[src/rtl/isq_consts.vh]
// Constants for the input source qualify and status block.
// Assumes one 25 MHz clock; included only by the top design file of the block.
// What this block does
// - Sleep: converter off, battery switches on
// - Leaving sleep starts a new charge cycle
// - Input droop lowers the input current limit
// - On attach, test sink for 32 ms
// - Pass after 32 ms starts the converter
// - Fail: sink off two seconds, retry
// - Weak source in run: converter off, switch on
// - Adapter input qualified before USB input
// - First adapter fail: USB two seconds, retry
// - Second adapter fail locks adapter out
// - Lockout holds until adapter below UVLO
// - Overvoltage: converter off, suspend, switches on
// - Overvoltage clear restores the prior state
// - Reverse current: system target 1 ms, switch off in run
// - After 1 ms re-enable switch, recheck battery
// - Reverse protection armed only in battery window
// - After reverse boost, stop until recharge level
// - Input-valid low only for a valid supply
// - Charge-active low during a new cycle
// - New cycle on battery or power reinsertion
// - Charge-active released on fault or invalid supply
// - No charge-active low during recharge cycles
`ifndef ISQ_CONSTS_VH
`define ISQ_CONSTS_VH
`define ISQ_CLK_HZ 25000000
`define ISQ_TEST_MS 32
`define ISQ_RETRY_MS 2000
`define ISQ_RBOOST_US 1000
`define ISQ_TEST_CYC (`ISQ_CLK_HZ / 1000 * `ISQ_TEST_MS)
`define ISQ_RETRY_CYC (`ISQ_CLK_HZ / 1000 * `ISQ_RETRY_MS)
`define ISQ_RBOOST_CYC (`ISQ_CLK_HZ / 1000000 * `ISQ_RBOOST_US)
`define ISQ_SEL_NONE 2'h0
`define ISQ_SEL_ADP 2'h1
`define ISQ_SEL_USB 2'h2
`define ISQ_CNT_W 26
`endif

[src/rtl/isq_sync.v]
// Two-stage synchroniser for a bus of comparator levels.
// Assumes inputs may change at any time relative to the clock.
module isq_sync #(
    parameter WIDTH = 16
) (
    input wire clk,
    input wire ce,
    input wire srst,
    input wire [WIDTH-1:0] d,
    output reg [WIDTH-1:0] q
);
    reg [WIDTH-1:0] meta;

    always @(posedge clk) begin
        if (srst) begin
            meta <= {WIDTH{1'b0}};
            q <= {WIDTH{1'b0}};
        end else if (ce) begin
            meta <= d;
            q <= meta;
        end
    end
endmodule

[src/rtl/isq_timer.v]
// Load-and-count-down interval timer with a one-cycle done pulse.
// Assumes load and the count value are steady in the load cycle.
module isq_timer #(
    parameter W = 26
) (
    input wire clk,
    input wire ce,
    input wire srst,
    input wire load,
    input wire stop,
    input wire [W-1:0] count,
    output wire busy,
    output reg done
);
    reg [W-1:0] left;

    assign busy = (left != {W{1'b0}});

    always @(posedge clk) begin
        if (srst) begin
            left <= {W{1'b0}};
            done <= 1'b0;
        end else if (ce) begin
            done <= 1'b0;
            if (stop) begin
                left <= {W{1'b0}};
            end else if (load) begin
                left <= count;
            end else if (busy) begin
                left <= left - {{(W-1){1'b0}}, 1'b1};
                done <= (left == {{(W-1){1'b0}}, 1'b1});
            end
        end
    end
endmodule

[src/rtl/isq_top.v]
// Input source qualification, power-path control and status outputs.
// Assumes comparator results arrive as asynchronous digital levels;
// open-drain status pins are resolved outside from their enables.
`include "isq_consts.vh"
module isq_top #(
    parameter TEST_CYC = `ISQ_TEST_CYC,
    parameter RETRY_CYC = `ISQ_RETRY_CYC,
    parameter RBOOST_CYC = `ISQ_RBOOST_CYC
) (
    // Clock, reset, enable
    input wire SYS_CLK,
    input wire SRST,
    input wire CE,
    // Adapter input comparators
    input wire ADP_ABOVE_UVLO,
    input wire ADP_ABOVE_SLEEP,
    input wire ADP_ABOVE_OVP,
    input wire ADP_ABOVE_WEAK_HI,
    input wire ADP_ABOVE_WEAK_LO,
    // USB input comparators
    input wire USB_ABOVE_UVLO,
    input wire USB_ABOVE_SLEEP,
    input wire USB_ABOVE_OVP,
    input wire USB_ABOVE_WEAK_HI,
    input wire USB_ABOVE_WEAK_LO,
    // Battery and converter sense
    input wire INPUT_DROOP_SENSE,
    input wire REVERSE_CURRENT,
    input wire SUPPLEMENT_TRIP,
    input wire BAT_BELOW_OVERVOLTAGE,
    input wire BAT_ABOVE_RECHARGE,
    input wire BAT_PRESENT,
    input wire CHARGE_TERMINATED,
    input wire TIMER_FAULT,
    // Power path control
    output reg CONVERTER_EN,
    output reg BATTERY_SWITCH,
    output reg EXT_BATTERY_SWITCH_GATE,
    output reg INPUT_LIMIT_REDUCE,
    output reg ADP_TEST_SINK_EN,
    output reg USB_TEST_SINK_EN,
    output reg USE_USB_INPUT,
    output reg SYSTEM_RAIL_FEEDBACK,
    output reg CHARGE_EN,
    output reg ADP_LOCKED_OUT,
    // Open-drain status pins, enable high pulls low
    output reg INPUT_VALID_N_OE,
    output reg CHARGE_ACTIVE_N_OE,
    output reg INPUT_VALID_N_O,
    output reg CHARGE_ACTIVE_N_O
);
    // Qualification policy: the adapter is tested first. With USB present,
    // its first failure runs from USB for one retry interval and its second
    // locks it out. A lone source that fails simply rests and retests, so a
    // slow supply ramp never locks out the only input there is.
    // Over-voltage keeps the state that it interrupted, so that it resumes
    // there; a supply that falls below UVLO restarts from idle, except in the wait, which moves to testing the other input if it is up.
    localparam ST_IDLE = 3'h0;
    localparam ST_TEST = 3'h1;
    localparam ST_WAIT = 3'h2;
    localparam ST_RUN = 3'h3;
    localparam ST_SLEEP = 3'h4;
    localparam ST_OVP = 3'h5;

    wire [17:0] sync_q;
    wire a_uvlo, a_slp, a_ovp, a_whi, a_wlo;
    wire u_uvlo, u_slp, u_ovp, u_whi, u_wlo;
    wire droop, rev, supp, bat_ok_hi, bat_rch, bat_in, term, tfault;

    isq_sync #(.WIDTH(18)) u_sync (
        .clk(SYS_CLK),
        .ce(CE),
        .srst(SRST),
        .d({ADP_ABOVE_UVLO, ADP_ABOVE_SLEEP, ADP_ABOVE_OVP,
            ADP_ABOVE_WEAK_HI, ADP_ABOVE_WEAK_LO,
            USB_ABOVE_UVLO, USB_ABOVE_SLEEP, USB_ABOVE_OVP,
            USB_ABOVE_WEAK_HI, USB_ABOVE_WEAK_LO,
            INPUT_DROOP_SENSE, REVERSE_CURRENT, SUPPLEMENT_TRIP,
            BAT_BELOW_OVERVOLTAGE, BAT_ABOVE_RECHARGE, BAT_PRESENT,
            CHARGE_TERMINATED, TIMER_FAULT}),
        .q(sync_q)
    );
    assign {a_uvlo, a_slp, a_ovp, a_whi, a_wlo,
            u_uvlo, u_slp, u_ovp, u_whi, u_wlo,
            droop, rev, supp, bat_ok_hi, bat_rch, bat_in,
            term, tfault} = sync_q;

    reg [2:0] state, next_state, saved;
    reg [1:0] sel, next_sel;
    reg adp_fails, next_adp_fails;
    reg locked, next_locked;
    reg usb_trial, next_usb_trial;
    reg rb_hold;
    reg bat_in_d;
    reg new_cycle;

    // The selected input's comparators
    wire s_uvlo = (sel == `ISQ_SEL_USB) ? u_uvlo : a_uvlo;
    wire s_slp = (sel == `ISQ_SEL_USB) ? u_slp : a_slp;
    wire s_ovp = (sel == `ISQ_SEL_USB) ? u_ovp : a_ovp;
    wire s_whi = (sel == `ISQ_SEL_USB) ? u_whi : a_whi;
    wire s_wlo = (sel == `ISQ_SEL_USB) ? u_wlo : a_wlo;
    wire adp_ok = a_uvlo & ~locked;
    wire s_valid = s_uvlo & s_slp & ~s_ovp;
    // The valid pin reports either input, whether or not it is selected
    wire a_valid = a_uvlo & a_slp & ~a_ovp;
    wire u_valid = u_uvlo & u_slp & ~u_ovp;

    reg t_load, r_load, t_stop, r_stop;
    wire t_busy, t_done, r_busy, r_done;
    wire rb_busy_w, rb_done;
    wire rb_load = CE & rev & ~supp & bat_ok_hi & bat_rch & ~rb_busy_w;
    // Collapse below the low threshold, or no high threshold at the end
    wire test_fail = !s_wlo || (t_done && !s_whi);

    isq_timer #(.W(`ISQ_CNT_W)) u_test_tmr (
        .clk(SYS_CLK),
        .ce(CE),
        .srst(SRST),
        .load(t_load),
        .stop(t_stop),
        .count(r_load ? RETRY_CYC[`ISQ_CNT_W-1:0]
                      : TEST_CYC[`ISQ_CNT_W-1:0]),
        .busy(t_busy),
        .done(t_done)
    );

    isq_timer #(.W(`ISQ_CNT_W)) u_rb_tmr (
        .clk(SYS_CLK),
        .ce(CE),
        .srst(SRST),
        .load(rb_load),
        .stop(1'b0),
        .count(RBOOST_CYC[`ISQ_CNT_W-1:0]),
        .busy(rb_busy_w),
        .done(rb_done)
    );

    // One timer serves the test and the wait; r_load picks the length
    always @* begin
        next_state = state;
        next_sel = sel;
        next_adp_fails = adp_fails;
        next_locked = locked;
        next_usb_trial = usb_trial;
        t_load = 1'b0;
        r_load = 1'b0;
        t_stop = 1'b0;
        r_stop = 1'b0;
        if (!a_uvlo) begin
            // Removing the adapter forgets its failures and its lockout
            next_locked = 1'b0;
            next_adp_fails = 1'b0;
        end
        case (state)
        ST_IDLE: begin
            if (adp_ok) begin
                next_sel = `ISQ_SEL_ADP;
                next_state = ST_TEST;
                t_load = 1'b1;
            end else if (u_uvlo) begin
                next_sel = `ISQ_SEL_USB;
                next_state = ST_TEST;
                t_load = 1'b1;
            end else begin
                next_sel = `ISQ_SEL_NONE;
            end
        end
        ST_TEST: begin
            if (!s_uvlo) begin
                next_state = ST_IDLE;
                t_stop = 1'b1;
            end else if (test_fail) begin
                if (sel == `ISQ_SEL_ADP && u_uvlo) begin
                    if (adp_fails) begin
                        next_locked = 1'b1;
                        next_sel = `ISQ_SEL_USB;
                        next_state = ST_TEST;
                        t_load = 1'b1;
                    end else begin
                        next_adp_fails = 1'b1;
                        next_sel = `ISQ_SEL_USB;
                        next_usb_trial = 1'b1;
                        next_state = ST_RUN;
                        t_load = 1'b1;
                        r_load = 1'b1;
                    end
                end else begin
                    next_state = ST_WAIT;
                    t_load = 1'b1;
                    r_load = 1'b1;
                end
            end else if (t_done) begin
                next_state = ST_RUN;
            end
        end
        ST_WAIT: begin
            if (sel == `ISQ_SEL_USB && adp_ok) begin
                next_sel = `ISQ_SEL_ADP;
                next_state = ST_TEST;
                t_load = 1'b1;
            end else if (sel == `ISQ_SEL_ADP && !adp_ok && u_uvlo) begin
                next_sel = `ISQ_SEL_USB;
                next_state = ST_TEST;
                t_load = 1'b1;
            end else if (!s_uvlo) begin
                next_state = ST_IDLE;
                t_stop = 1'b1;
            end else if (t_done) begin
                next_state = ST_TEST;
                t_load = 1'b1;
            end
        end
        ST_RUN: begin
            if (!s_uvlo) begin
                next_state = ST_IDLE;
                next_usb_trial = 1'b0;
            end else if (s_ovp) begin
                next_state = ST_OVP;
            end else if (!s_slp) begin
                next_state = ST_SLEEP;
            end else if (!s_wlo) begin
                next_state = ST_TEST;
                t_load = 1'b1;
            end else if (usb_trial && !t_busy) begin
                next_usb_trial = 1'b0;
                next_sel = `ISQ_SEL_ADP;
                next_state = ST_TEST;
                t_load = 1'b1;
            end else if (usb_trial && !adp_ok) begin
                next_usb_trial = 1'b0;
                t_stop = 1'b1;
            end else if (sel == `ISQ_SEL_USB && !usb_trial && adp_ok) begin
                // A newly attached adapter takes over once it passes
                next_sel = `ISQ_SEL_ADP;
                next_state = ST_TEST;
                t_load = 1'b1;
            end
        end
        ST_SLEEP: begin
            if (!s_uvlo) begin
                next_state = ST_IDLE;
            end else if (s_ovp) begin
                next_state = ST_OVP;
            end else if (s_slp) begin
                next_state = ST_RUN;
            end
        end
        ST_OVP: begin
            if (!s_uvlo) begin
                next_state = ST_IDLE;
            end else if (!s_ovp) begin
                next_state = saved;
            end
        end
        default: begin
            next_state = ST_IDLE;
        end
        endcase
    end

    always @(posedge SYS_CLK) begin
        if (SRST) begin
            state <= ST_IDLE;
            saved <= ST_IDLE;
            sel <= `ISQ_SEL_NONE;
            adp_fails <= 1'b0;
            locked <= 1'b0;
            usb_trial <= 1'b0;
            rb_hold <= 1'b0;
            bat_in_d <= 1'b0;
            new_cycle <= 1'b0;
        end else if (CE) begin
            state <= next_state;
            sel <= next_sel;
            adp_fails <= next_adp_fails;
            locked <= next_locked;
            usb_trial <= next_usb_trial;
            bat_in_d <= bat_in;
            if (next_state == ST_OVP && state != ST_OVP) begin
                saved <= state;
            end
            if (rb_done) begin
                rb_hold <= 1'b1;
            end else if (!bat_rch) begin
                rb_hold <= 1'b0;
            end
            // Power return or battery insertion opens a new cycle
            // No battery, no cycle: the pin must not blink on an empty slot
            if ((state != ST_RUN && next_state == ST_RUN
                 && state != ST_OVP && bat_in)
                || (bat_in && !bat_in_d)) begin
                new_cycle <= 1'b1;
            end else if (term || tfault || !bat_in || !s_valid) begin
                new_cycle <= 1'b0;
            end
        end
    end

    // Outputs are registered; they lag the state by one cycle
    always @(posedge SYS_CLK) begin
        if (SRST) begin
            CONVERTER_EN <= 1'b0;
            BATTERY_SWITCH <= 1'b1;
            EXT_BATTERY_SWITCH_GATE <= 1'b1;
            INPUT_LIMIT_REDUCE <= 1'b0;
            ADP_TEST_SINK_EN <= 1'b0;
            USB_TEST_SINK_EN <= 1'b0;
            USE_USB_INPUT <= 1'b0;
            SYSTEM_RAIL_FEEDBACK <= 1'b0;
            CHARGE_EN <= 1'b0;
            ADP_LOCKED_OUT <= 1'b0;
            INPUT_VALID_N_OE <= 1'b0;
            CHARGE_ACTIVE_N_OE <= 1'b0;
            INPUT_VALID_N_O <= 1'b0;
            CHARGE_ACTIVE_N_O <= 1'b0;
        end else if (CE) begin
            CONVERTER_EN <= (state == ST_RUN);
            // In run, reverse boost holds the switch off for the interval
            BATTERY_SWITCH <= (state != ST_RUN) || !rb_busy_w;
            EXT_BATTERY_SWITCH_GATE <= (state == ST_SLEEP)
                || (state == ST_OVP) || (state == ST_IDLE);
            INPUT_LIMIT_REDUCE <= (state == ST_RUN) && droop;
            ADP_TEST_SINK_EN <= (state == ST_TEST)
                && (sel == `ISQ_SEL_ADP);
            USB_TEST_SINK_EN <= (state == ST_TEST)
                && (sel == `ISQ_SEL_USB);
            USE_USB_INPUT <= (sel == `ISQ_SEL_USB);
            SYSTEM_RAIL_FEEDBACK <= rb_busy_w;
            CHARGE_EN <= (state == ST_RUN) && !rb_busy_w
                && !rb_hold && bat_in;
            ADP_LOCKED_OUT <= locked;
            INPUT_VALID_N_OE <= a_valid | u_valid;
            CHARGE_ACTIVE_N_OE <= new_cycle && s_valid;
        end
    end
endmodule

[config.mk]
export PLATFORM = sky130hd
export DESIGN_NAME = isq_top
export DESIGN_NICKNAME = d
export VERILOG_FILES = /design/src/rtl/isq_sync.v /design/src/rtl/isq_timer.v /design/src/rtl/isq_top.v
export VERILOG_INCLUDE_DIRS = /design/src /design/src/rtl
export SDC_FILE = /design/constraint.sdc
export NUM_CORES = 1
export LEC_CHECK = 0
export BUFFER_PORTS_ARGS = -buffer_cell sky130_fd_sc_hd__buf_2
export CORE_ASPECT_RATIO = 0.7
export CORE_MARGIN = 2
export CORE_UTILIZATION = 55
export CTS_CLUSTER_SIZE = 10
export DETAILED_ROUTE_END_ITERATION = 6
export HOLD_SLACK_MARGIN = 0.1
export PLACE_DENSITY = 0.76
export SETUP_SLACK_MARGIN = 0.3
export SYNTH_ARGS = -nofsm -noshare
export SYNTH_HDL_FRONTEND = slang
export SYNTH_SLANG_ARGS = --single-unit
[constraint.sdc]
create_clock -name SYS_CLK -period 2.8 [get_ports SYS_CLK]
set_input_delay 0 -clock SYS_CLK [delete_from_list [all_inputs] [get_ports SYS_CLK]]
set_output_delay 0 -clock SYS_CLK [all_outputs]
set_load 0.01 [all_outputs]
# --- Word level (Yosys, flattened, before mapping) ---
# Cells that the tools add are included.
op_classes:
  bitwise: 19
  reduce_logical: 54
  addsub: 2
  n_eq_ne: 29
  n_mux: 113
ops:
  columns: ["operator", "count"]
  rows:
  - ["26-bit two-way mux", 6]
  - ["3-bit two-way mux", 22]
  - ["1-bit two-way mux", 65]
  - ["26-bit by 1-bit equality test with 1-bit output (second input constant)", 2]
  - ["26-bit nonzero test", 2]
  - ["26-bit by 1-bit subtractor with 26-bit output (second input constant)", 2]
  - ["2-bit two-way mux", 15]
  - ["1-bit logical AND", 21]
  - ["3-bit inequality test (second input constant)", 7]
  - ["3-bit one-hot mux with 6 select lines", 1]
  - ["2-bit inequality test (second input constant)", 8]
  - ["1-bit AND", 12]
  - ["12-bit AND reduction", 1]
  - ["1-bit zero test", 10]
  - ["10-bit AND reduction", 1]
  - ["2-bit AND reduction", 5]
  - ["3-bit by 2-bit equality test with 1-bit output (second input constant)", 3]
  - ["3-bit equality test (second input constant)", 3]
  - ["1-bit logical OR", 8]
  - ["2-bit one-hot mux with 4 select lines", 1]
  - ["1-bit inverter", 6]
  - ["2-bit nonzero test", 3]
  - ["4-bit inequality test (second input constant)", 1]
  - ["1-bit one-hot mux with 4 select lines", 1]
  - ["other kinds (11)", 11]
totals:
  register_bits: 116
  out_inout_bits: 14

# --- Logic depth before layout (Yosys ltp) ---
# Gate-level depths: netlist of the first run.
depth:
  ltp_word: 18
  mapped_depth: 10
  ltp_nobuf: 9

# --- By module ---
# A second synthesis of the first run with hierarchy kept.
hier_totals:
  hier_cells: 778
  hier_area_um2: 6502.5
modules_own_cells:
  columns: ["mod", "seq_area_each_um2", "instances", "cells_per_inst", "area_per_inst_um2"]
  rows:
  - ["isq_timer", 540.5, 2, 223, 1741.7]
  - ["isq_top", 520.5, 1, 216, 1712.9]
  - ["isq_sync", 720.7, 1, 116, 1306.3]

# --- Worst setup path before layout of the first run ---
# No wires, ideal clock.
synth_timing:
  path_type: "register to register"
  startpoint: "register u_rb_tmr.left[8]"
  endpoint: "register u_rb_tmr.left[25]"
  setup_ps: 118
  slack_ps: 183
  stages_incl_launch_ff: 10
  path_buffers: 2
  required_time_ps: 2682
  t_arrival_ps: 2500
  period_less_slack_ps: 2617
  cell_sequence: "dfxtp_1 or4_4 or4_4 buf_6 or2_1 buf_6 or4_4 nor2_2 xnor2_1 nor2_1"
synth_between:
  elab_chain_len: 5
  elab_cells_between_ends: 8
synth_rtl:
  columns: ["item", "line", "source"]
  rows:
  - ["from (decl)", "isq_timer.v:15", "reg [W-1:0] left;"]
  - ["from (signal assigned)", "isq_timer.v:21", "left <= {W{1'b0}};"]
  - ["from (signal assigned)", "isq_timer.v:26", "left <= {W{1'b0}};"]
  - ["from (signal assigned)", "isq_timer.v:28", "left <= count;"]
  - ["branches (longest 5 deep; another with 26-bit by 1-bit subtractor with 26-bit output)", null, null]
# Several ways; the timed one is not identified. The select of a mux whose other input is x is not followed.
# A chain may end at the register's enable or synchronous reset.

# --- Worst setup path after layout of the first run ---
layout_timing:
  startpoint: "register u_rb_tmr.left[18]"
  endpoint: "register u_rb_tmr.left[10]"
layout_between:
  elab_chain_len: 5
  elab_cells_between_ends: 6
layout_rtl:
  columns: ["item", "line", "source"]
  rows:
  - ["26-bit nonzero test (*)", "isq_timer.v:17", "assign busy = (left != {W{1'b0}});"]
  - ["1-bit inverter", "isq_top.v:112", "wire rb_load = CE & rev & ~supp & bat_ok_hi & bat_rch & ~rb_busy_w;"]
  - ["1-bit AND", "isq_top.v:112", null]
  - ["2-bit nonzero test (no source line)", null, null]
  - ["2-bit AND reduction (no source line)", null, null]
# Mark *: on every way between the ends. The rest lies on a longest branch, timed or not.

==> flow_summary.toml, run 1 <==
[clock_tree]
root_buffer = "clkbuf_16"
tritoncts = "built"
clockBufferDepth = 2
clkTransAtPathRegs_ns = 0.06
cts_hold_buf = 21
clock_latency_ns = 0.42
cts-htree-levels = 4
numCtsBuffers = 17
clock-sinks = 116

[die]
die_area_um2 = 11400
die_w_um = 127
io_pins = 35
start_util_pct = 56.3
dieHeight_um = 89.8
core.rowCount = 31
design.core.area_um2 = 10300

[timing]
max_freq_ghz = 0.394
final_max_slew_viol_count = 0
final.setup.worst_slack_ns = 0.260
min_period_over_period_pct = 90.7
rsz0062_at_grt = "yes"
hold_slack_ns = -0.0172
setup_viol_count_final = 0
tns_ns = 0
fin_worst_skew_ns = 0.00862
hold_viol = 3
slew_headroom_pct = 37.2
worst_pin_slew_ns = 0.938
min_period_ns = 2.54

[synthesis]
syn_inst = 687
yosys_warnings = 0
synth_cell_types = 70
synthArstFlopShare_pct = 0
yosysTopAreaCell = "dfxtp_1"
synth_top_area_share_pct = 40.1
ys_ff_latch = 116
avgSynthCellArea_um2 = 8.43
yosysMostFrequentCell = "dfxtp_1"
mappedNetlistArea_um2 = 5790
synth_area_leaders = "dfxtp_1 40%, mux2i_1 8.0%, nor2_1 7.1%"
ys.flop_type = "dfxtp_1"
synth_enable_flop_cells = 0
synth_common_cells = "116 x dfxtp_1, 109 x nor2_1, 46 x mux2i_1"
yosysSeqAreaShare_pct = 40.1

[power_and_ir_drop]
power_uw = 7240
total_leakage_power_uw = 0.00294
max-vdd-ir-drop_v = 0.000438
p_per_area_nw_per_um2 = 969

[worst_setup_path]
critPathMaxStageDelay_ns = 0.54
path_cells = "or4_4 -> or3_4 -> buf_4 -> or3_4 -> nor2_4 -> nand2_2 -> nand2_8 -> nor2_1"
cpMaxStageDelayCell = "or4_4"
cp.required_ns = 3.10
path_buf_inv = 1
cp_top_family = "simple AND/OR/NAND/NOR gates"
cp-start-kind = "flop"
end_kind = "flop"
crit_top_cell = "or3_4"
worstPathArrival_ns = 2.84
path_class = "reg -> reg"
path_max_fanout = 18

[detailed_routing]
wl_per_cell_um = 18.0
vias_per_cell = 6.29
drt_iter0_drc = 576
ant_nets = 0
num_vias = 5708
drt_first_pass_iters = 5
drc = 0
routed_wl_mm = 16.4

[run]
cap_violations = 0

[grt]
grt_antenna_before_repair = 0
grt_start_max_net_pins = 70
grt_use_total_pct = 27.3
grt-ovfl-total = 0
grt_pass1_wl_mm = 25.8
first_global_vias = 5462

[layout]
drive_gt1_share_pct = 24.4
diodes = 0
fin_nets = 788
stdcell_count = 907
synthToLayoutAreaGrowth_pct = 29.0

[outcome]
outcome = "finished with violations"
violations = "hold timing"

[hold_path]
min_path_type = "in -> reg"

[placed_design]
post-place-ws_ns = 0.0931
portBuffers = 32
dp.cells = 839
gp_congestion = 0.906
dpl.hpwl_mm = 9.65
## per-layer routing
layer	up-vias	GRT usage, %	share of wire (%)
met5	-	0	0
met4	0	9.43	1.4
met3	34	5.36	7.9
met2	293	44.7	48
met1	2728	36.1	43
li1	2653	-	-
## final cells by class
cell class	count	area (um^2)
Clock buffer	19	453
Sequential cell	116	2350
Fill cell	695	2810
Inverter	18	67.6
Multi-Input combinational cell	509	3520
Tap cell	132	165
Timing Repair Buffer	100	771
Clock inverter	13	150
## report_power, final
group	internal, uW	switching [uW]	total [uW]
registers	1920	308	2220
logic	1250	1560	2810
clock network	1370	844	2210
## cells by family (layout without fill, tap and decap cells)
group	Yosys count	after routing	synth area share, %
AOI/OAI and AO/OA	156	156	18.6
buffers and inverters	63	150	4.69
other	1	2	0.0648
adders and majority gates	5	5	1.08
muxes	48	48	8.34
xor gates and xnor gates	23	23	3.48
and+or+nand+nor	275	275	23.7
DFF	116	116	40.1
## metrics by stage
stage / instance area (um^2) / hold WS [ns] / utilization, %
finish: 7470 / -0.0172 / 72.7
global route: 7470 / -0.00585 / 72.7
global placement: 6230 / 0.233 / 60.6
floorplan: 5850 / 0.147 / -
CTS: 7200 / -0.0465 / 70.1
detailed placement: 6230 / 0.244 / 60.6
## placed cells by master, fill, tap and decap left out, drive strengths merged, types with 5 or more instances in the layout
cell and instances:
clkinvlp 5, o211ai 7, ha 5, a221oi 7
o21ai 28, or4 11, nor4 17, dfxtp 116
a211oi 5, buf 79, mux2i 46, or3 12
o32ai 5, nand2b 9, nand4 6, nor2 110
a21oi 43, nand3 12, o22ai 5, nor2b 8
nor3 23, nand2 44, xnor2 19, a31oi 9
o31ai 6, dlygate4sd3 21, a21o 5, inv 20
clkbuf 19, o2111ai 5
## state kept, by name, summed over array words and instances, names as in the netlist, 2 cells and up
name             cells
state                3
u_rb_tmr.left       26
u_test_tmr.left     26
u_sync.meta         18
sel                  2
saved                3
u_sync.q            18
## final timing paths
| path | endpoint | cells after the start | slack, ns | startpoint |
|---|---|---|---|---|
| setup / recovery | u_rb_tmr.left[10] | 8 | 0.26 | u_rb_tmr.left[18] |
| hold / removal | u_rb_tmr.left[8] | 2 | -0.02 | SRST |
| setup reg to reg | u_rb_tmr.left[10] | 8 | 0.26 | u_rb_tmr.left[18] |
| hold reg to reg | saved[1] | 2 | 0.46 | saved[1] |
## repair_timing
action | 4_1_cts | 5_1_grt
setup endpoints to repair | 47 | 44
pin swaps | 7 | 15
setup buffers | 6 | 9
resized for setup | 26 | 44
hold endpoints to repair | 36 | 12
Power figures use the tool's default switching activity.
==> run 2, diff against run 1 <==
--- a/config.mk
+++ b/config.mk
@@ -7,7 +7,7 @@
 export NUM_CORES = 1
 export LEC_CHECK = 0
 export BUFFER_PORTS_ARGS = -buffer_cell sky130_fd_sc_hd__buf_2
-export CORE_ASPECT_RATIO = 0.7
+export CORE_ASPECT_RATIO = 0.5
 export CORE_MARGIN = 2
 export CORE_UTILIZATION = 55
 export CTS_CLUSTER_SIZE = 10
==> flow_summary.toml, run 2 (synthesized netlist as in run 1, its figures left out) <==
[detailed_routing]
ant_nets = 0
drt_iter0_drc = 445
met2WireLength_mm = 7.70
drt_first_pass_iters = 5
routed-wl-met3_mm = 1.16
wl_met1_mm = 7.01
vias_per_cell = 6.13
wl_per_cell_um = 17.5
routed_wl_mm = 16.2
highest_layer = "met4"
num_vias = 5692
drc = 0

[timing]
min_period_ns = 2.74
final.setup.worst_slack_ns = 0.0577
max_freq_ghz = 0.365
slew_headroom_pct = 46.6
final_max_slew_viol_count = 0
rsz0062_at_grt = "yes"
setup_viol_count_final = 0
min_period_over_period_pct = 97.9
hold_viol = 0
worst_pin_slew_ns = 0.801
fin_worst_skew_ns = 0.0101

[grt]
grt_antenna_before_repair = 0
first_global_vias = 5351
grt-ovfl-total = 0
grt_start_max_net_pins = 60
grt_use_total_pct = 27.0
grt_pass1_wl_mm = 25.0

[hold_path]
hp-start = "ADP_ABOVE_SLEEP"
min_path_type = "in -> reg"
holdPathStages = 4
hold_end = "u_sync.meta[16]"

[worst_setup_path]
end_kind = "flop"
r2r_slack_ns = 0.06
cp.required_ns = 3.10
worstReg2RegEnd = "u_rb_tmr.left[15]"
worstPathArrival_ns = 3.04
path_class = "reg -> reg"
cp-start-kind = "flop"
path_max_fanout = 5
rr_worst_depth = 8
regToRegStartpoint = "u_rb_tmr.left[2]"

[die]
io_pins = 35
die_area_um2 = 11400
design.core.area_um2 = 10200
core.rowCount = 26
die_w_um = 149
start_util_pct = 56.7
dieHeight_um = 76.6

[layout]
regArea_um2 = 2350
final_common_cell = "nor2_1"
final_cell_mix = "105 x nor2_1, 100 x dfxtp_1, 44 x mux2i_1, 44 x buf_4, 42 x nand2_1"
fillCellCount = 674
fin_nets = 802
biggestRegsByFlops = "u_rb_tmr.left: 26 flops, u_test_tmr.left: 26 flops"
drive_gt1_share_pct = 25.7
diodes = 0
synthToLayoutAreaGrowth_pct = 31.6
multi_input_area_um2 = 3530

[placed_design]
post-place-ws_ns = 0.145
gp_congestion = 0.921
dpl.hpwl_mm = 9.22
portBuffers = 32

[power_and_ir_drop]
p_per_area_nw_per_um2 = 984
power_uw = 7500
total_leakage_power_uw = 0.00307
max-vdd-ir-drop_v = 0.000582

[run]
cap_violations = 0

[clock_tree]
clock_latency_ns = 0.42
root_buffer = "clkbuf_16"
clkTransAtPathRegs_ns = 0.06
cts-htree-levels = 4
tritoncts = "built"
numCtsBuffers = 17
clock-sinks = 116
clockBufferDepth = 2

[outcome]
outcome = "finished, final reports clean"
-- run 2: changes by cell type in the layout (fill, tap and decap cells not counted), sizes merged --
| cell | previous run | this run |
|---|---|---|
| buf | 79 | 86 |
| clkinv | 4 | 7 |
| nand2 | 44 | 46 |
| bufinv | 2 | 3 |
| clkinvlp | 5 | 2 |
| clkbuf | 19 | 18 |
| dlygate4sd3 | 21 | 26 |
-- run 2: worst max-delay path by stage --
stage	from	end	depth (start not counted)
4_1_cts	u_rb_tmr.left[11]	u_rb_tmr.left[14]	7
3_3_place_gp	u_rb_tmr.left[11]	u_rb_tmr.left[9]	8
6_report	u_rb_tmr.left[2]	u_rb_tmr.left[15]	8
2_1_floorplan	u_rb_tmr.left[11]	u_rb_tmr.left[25]	9
5_1_grt	u_rb_tmr.left[2]	u_rb_tmr.left[17]	8
3_5_place_dp	u_test_tmr.left[8]	u_test_tmr.left[6]	8
-- run 2: cell type report --
type                            instances  area share (%)
Timing Repair Buffer                  112            11.6
Clock inverter                         14            2.31
Clock buffer                           18            5.76
Tap cell                              140            2.30
Inverter                               18           0.887
Multi-Input combinational cell        511            46.3
Sequential cell                       116            30.8
-- run 2: per-layer routing --
layer,up-vias,global-route usage (%)
met3,37,6.35
li1,2686,-
met4,0,9.52
met1,2734,33.5
met5,-,0
met2,235,46.1
-- run 2: through the flow --
stage / instance area, um^2 / cells / setup TNS, ns / util, % / hold WS, ns
3_5_place_dp: 6240 / 846 / 0 / 61.0 / 0.242
5_1_grt: 7620 / 929 / -0.0677 / 74.6 / 0.378
4_1_cts: 7270 / 914 / 0 / 71.2 / 0.0197
3_3_place_gp: 6240 / 846 / 0 / 61.0 / 0.235
2_1_floorplan: 5850 / 688 / 0 / - / 0.147
6_report: 7620 / 929 / 0 / 74.6 / 0.369
-- run 2: where the power goes --
part           switching, uW  total (uW)  internal, uW
logic                   1640        3020          1380
clock network            826        2260          1430
registers                305        2220          1920
total                   2770        7500          4730
-- run 2: critical path, stage by stage (launching register included) --
cell	delay (ns)
dfxtp_1	0.36
nor4_1	0.49
nand3_1	0.37
o41a_1	0.64
buf_6	0.20
o21ai_4	0.20
nor2_1	0.08
xnor2_1	0.20
nor2_1	0.09
-- run 2: what timing repair did --
action,CTS,global route
gates resized for setup,20,63
buffers inserted,11,12
cloned,0,2
setup endpoints to repair,39,48
pin swaps,14,28
hold endpoints to repair,31,5
hold buffers,25,1
==> run 3, diff against run 2 <==
--- a/config.mk
+++ b/config.mk
@@ -9,12 +9,13 @@
 export BUFFER_PORTS_ARGS = -buffer_cell sky130_fd_sc_hd__buf_2
 export CORE_ASPECT_RATIO = 0.5
 export CORE_MARGIN = 2
-export CORE_UTILIZATION = 55
+export CORE_UTILIZATION = 48
 export CTS_CLUSTER_SIZE = 10
 export DETAILED_ROUTE_END_ITERATION = 6
 export HOLD_SLACK_MARGIN = 0.1
-export PLACE_DENSITY = 0.76
+export PLACE_DENSITY = 0.68
 export SETUP_SLACK_MARGIN = 0.3
+export SLEW_MARGIN = 20
 export SYNTH_ARGS = -nofsm -noshare
 export SYNTH_HDL_FRONTEND = slang
 export SYNTH_SLANG_ARGS = --single-unit
==> flow_summary.toml, run 3 (synthesized netlist as in run 1, its figures left out) <==
[detailed_routing]
drt_iter0_drc = 425
vias_per_cell = 5.88
wl_per_cell_um = 16.6
num_vias = 5599
routed_wl_mm = 15.8
drt_first_pass_iters = 6
drc = 0
ant_nets = 0

[grt]
use_met1_pct = 29.2
grt_start_max_net_pins = 71
grt.busiest_layer = "met2"
grt_pass1_wl_mm = 24.2
grt-ovfl-total = 0
globalRouteMet2Util_pct = 39.3
grt_antenna_before_repair = 0
grt_use_total_pct = 23.0
use_met3_pct = 5.25
first_global_vias = 5119

[clock_tree]
cts-htree-levels = 4
root_buffer = "clkbuf_16"
clkTransAtPathRegs_ns = 0.06
tritoncts = "built"
numCtsBuffers = 17
clock_latency_ns = 0.41
clock-sinks = 116
clockBufferDepth = 2

[power_and_ir_drop]
power_uw = 7430
p_clk_share_pct = 29.6
seqPwrFrac_pct = 29.9
p_sw_share_pct = 36.9
max-vdd-ir-drop_v = 0.000442
switchingPower_uw = 2740
p_comb_share_pct = 40.6
p_per_area_nw_per_um2 = 974
total_leakage_power_uw = 0.00302
p_int_uw = 4690

[placed_design]
gp_congestion = 0.934
portBuffers = 32
dp.cells = 878
post-place-ws_ns = 0.125
dpl.hpwl_mm = 9.51

[layout]
diodes = 0
stdcell_count = 952
fillCellCount = 926
final_common_cell = "nor2_1"
drive_gt1_share_pct = 26.9
biggestRegsByFlops = "u_rb_tmr.left: 26 flops, u_test_tmr.left: 26 flops"
multi_input_area_um2 = 3540
fin_nets = 800
regArea_um2 = 2360
final_cell_mix = "102 x nor2_1, 94 x dfxtp_1, 50 x buf_4"
synthToLayoutAreaGrowth_pct = 31.8

[timing]
max_freq_ghz = 0.382
setup_viol_count_final = 0
fin_worst_skew_ns = 0.00823
hold_viol = 0
final.setup.worst_slack_ns = 0.180
slew_headroom_pct = 46.6
tns_ns = 0
min_period_over_period_pct = 93.6
final_max_slew_viol_count = 0
min_period_ns = 2.62
rsz0062_at_grt = "yes"
worst_pin_slew_ns = 0.800

[die]
design.core.area_um2 = 11800
core.rowCount = 28
start_util_pct = 49.0
die_w_um = 159
io_pins = 35
dieHeight_um = 81.7
die_area_um2 = 13000

[run]
cap_violations = 0

[worst_setup_path]
r2r_slack_ns = 0.18
worstPathArrival_ns = 2.88
path_cells = "or4_4 -> or4_4 -> o41a_1 -> buf_6 -> o211ai_4 -> nor4_2 -> xnor2_1 -> nor2_1"
end_kind = "flop"
cp-start-kind = "flop"
path_class = "reg -> reg"
critPathMaxStageDelay_ns = 0.53
crit_top_cell = "or4_4"
path_max_fanout = 7
cpMaxStageDelayCell = "or4_4"
cp.required_ns = 3.06

[outcome]
outcome = "finished, final reports clean"

[hold_path]
min_path_type = "in -> reg"
-- run 3: critical path, delay by kind of cell (launching register included) --
kind	cells	cell delay, ns
flip-flops	1	0.31
AO/OA/AOI/OAI	2	0.67
buffers and inverters	1	0.16
AND/OR/NAND/NOR	4	1.15
XOR/XNOR	1	0.18
-- run 3: worst paths after layout --
kind                                  startpoint                 to  depth (start not counted)
worst max-delay path            u_rb_tmr.left[9]  u_rb_tmr.left[14]                          8
worst min-delay path              USB_ABOVE_UVLO    u_sync.meta[12]                          4
worst max register to register  u_rb_tmr.left[9]  u_rb_tmr.left[14]                          8
worst min register to register          saved[1]           saved[1]                          2
-- run 3: area by class of cell --
cell class | instances | area share [%]
Clock inverter | 13 | 1.93
Multi-Input combinational cell | 510 | 46.4
Tap cell | 165 | 2.71
Timing Repair Buffer | 111 | 11.1
Clock buffer | 19 | 5.94
Sequential cell | 116 | 31.0
Inverter | 18 | 0.885
-- run 3: through the flow --
| stage | hold slack, ns | area (um^2) | utilization (%) |
|---|---|---|---|
| 2_1_floorplan | 0.147 | 5850 | - |
| 3_3_place_gp | 0.233 | 6290 | 53.3 |
| 6_report | 0.361 | 7630 | 64.6 |
| 4_1_cts | 0.347 | 7280 | 61.6 |
| 3_5_place_dp | 0.242 | 6290 | 53.3 |
| 5_1_grt | 0.375 | 7630 | 64.6 |
-- run 3: metal layers --
metal | routed length [um] | part of all wire, %
met1 | 7180 | 45
met2 | 7370 | 47
met3 | 980 | 6.2
met4 | 267 | 1.7
met5 | 0 | 0
-- run 3: power by group through the flow --
stage	registers, uW	logic [uW]	clock network, uW
2_1_floorplan	2140	1770	0
3_3_place_gp	2180	2350	0
3_5_place_dp	2190	2360	0
4_1_cts	2160	2650	2210
5_1_grt	2250	3260	2280
6_report	2220	3020	2200
-- run 3: what timing repair did --
action,CTS,global route
buffers inserted,10,10
hold buffers,21,0
gates cloned,0,1
hold endpoints to repair,36,0
pin swaps,14,22
resized for setup,22,71
endpoints found under the setup margin,47,46
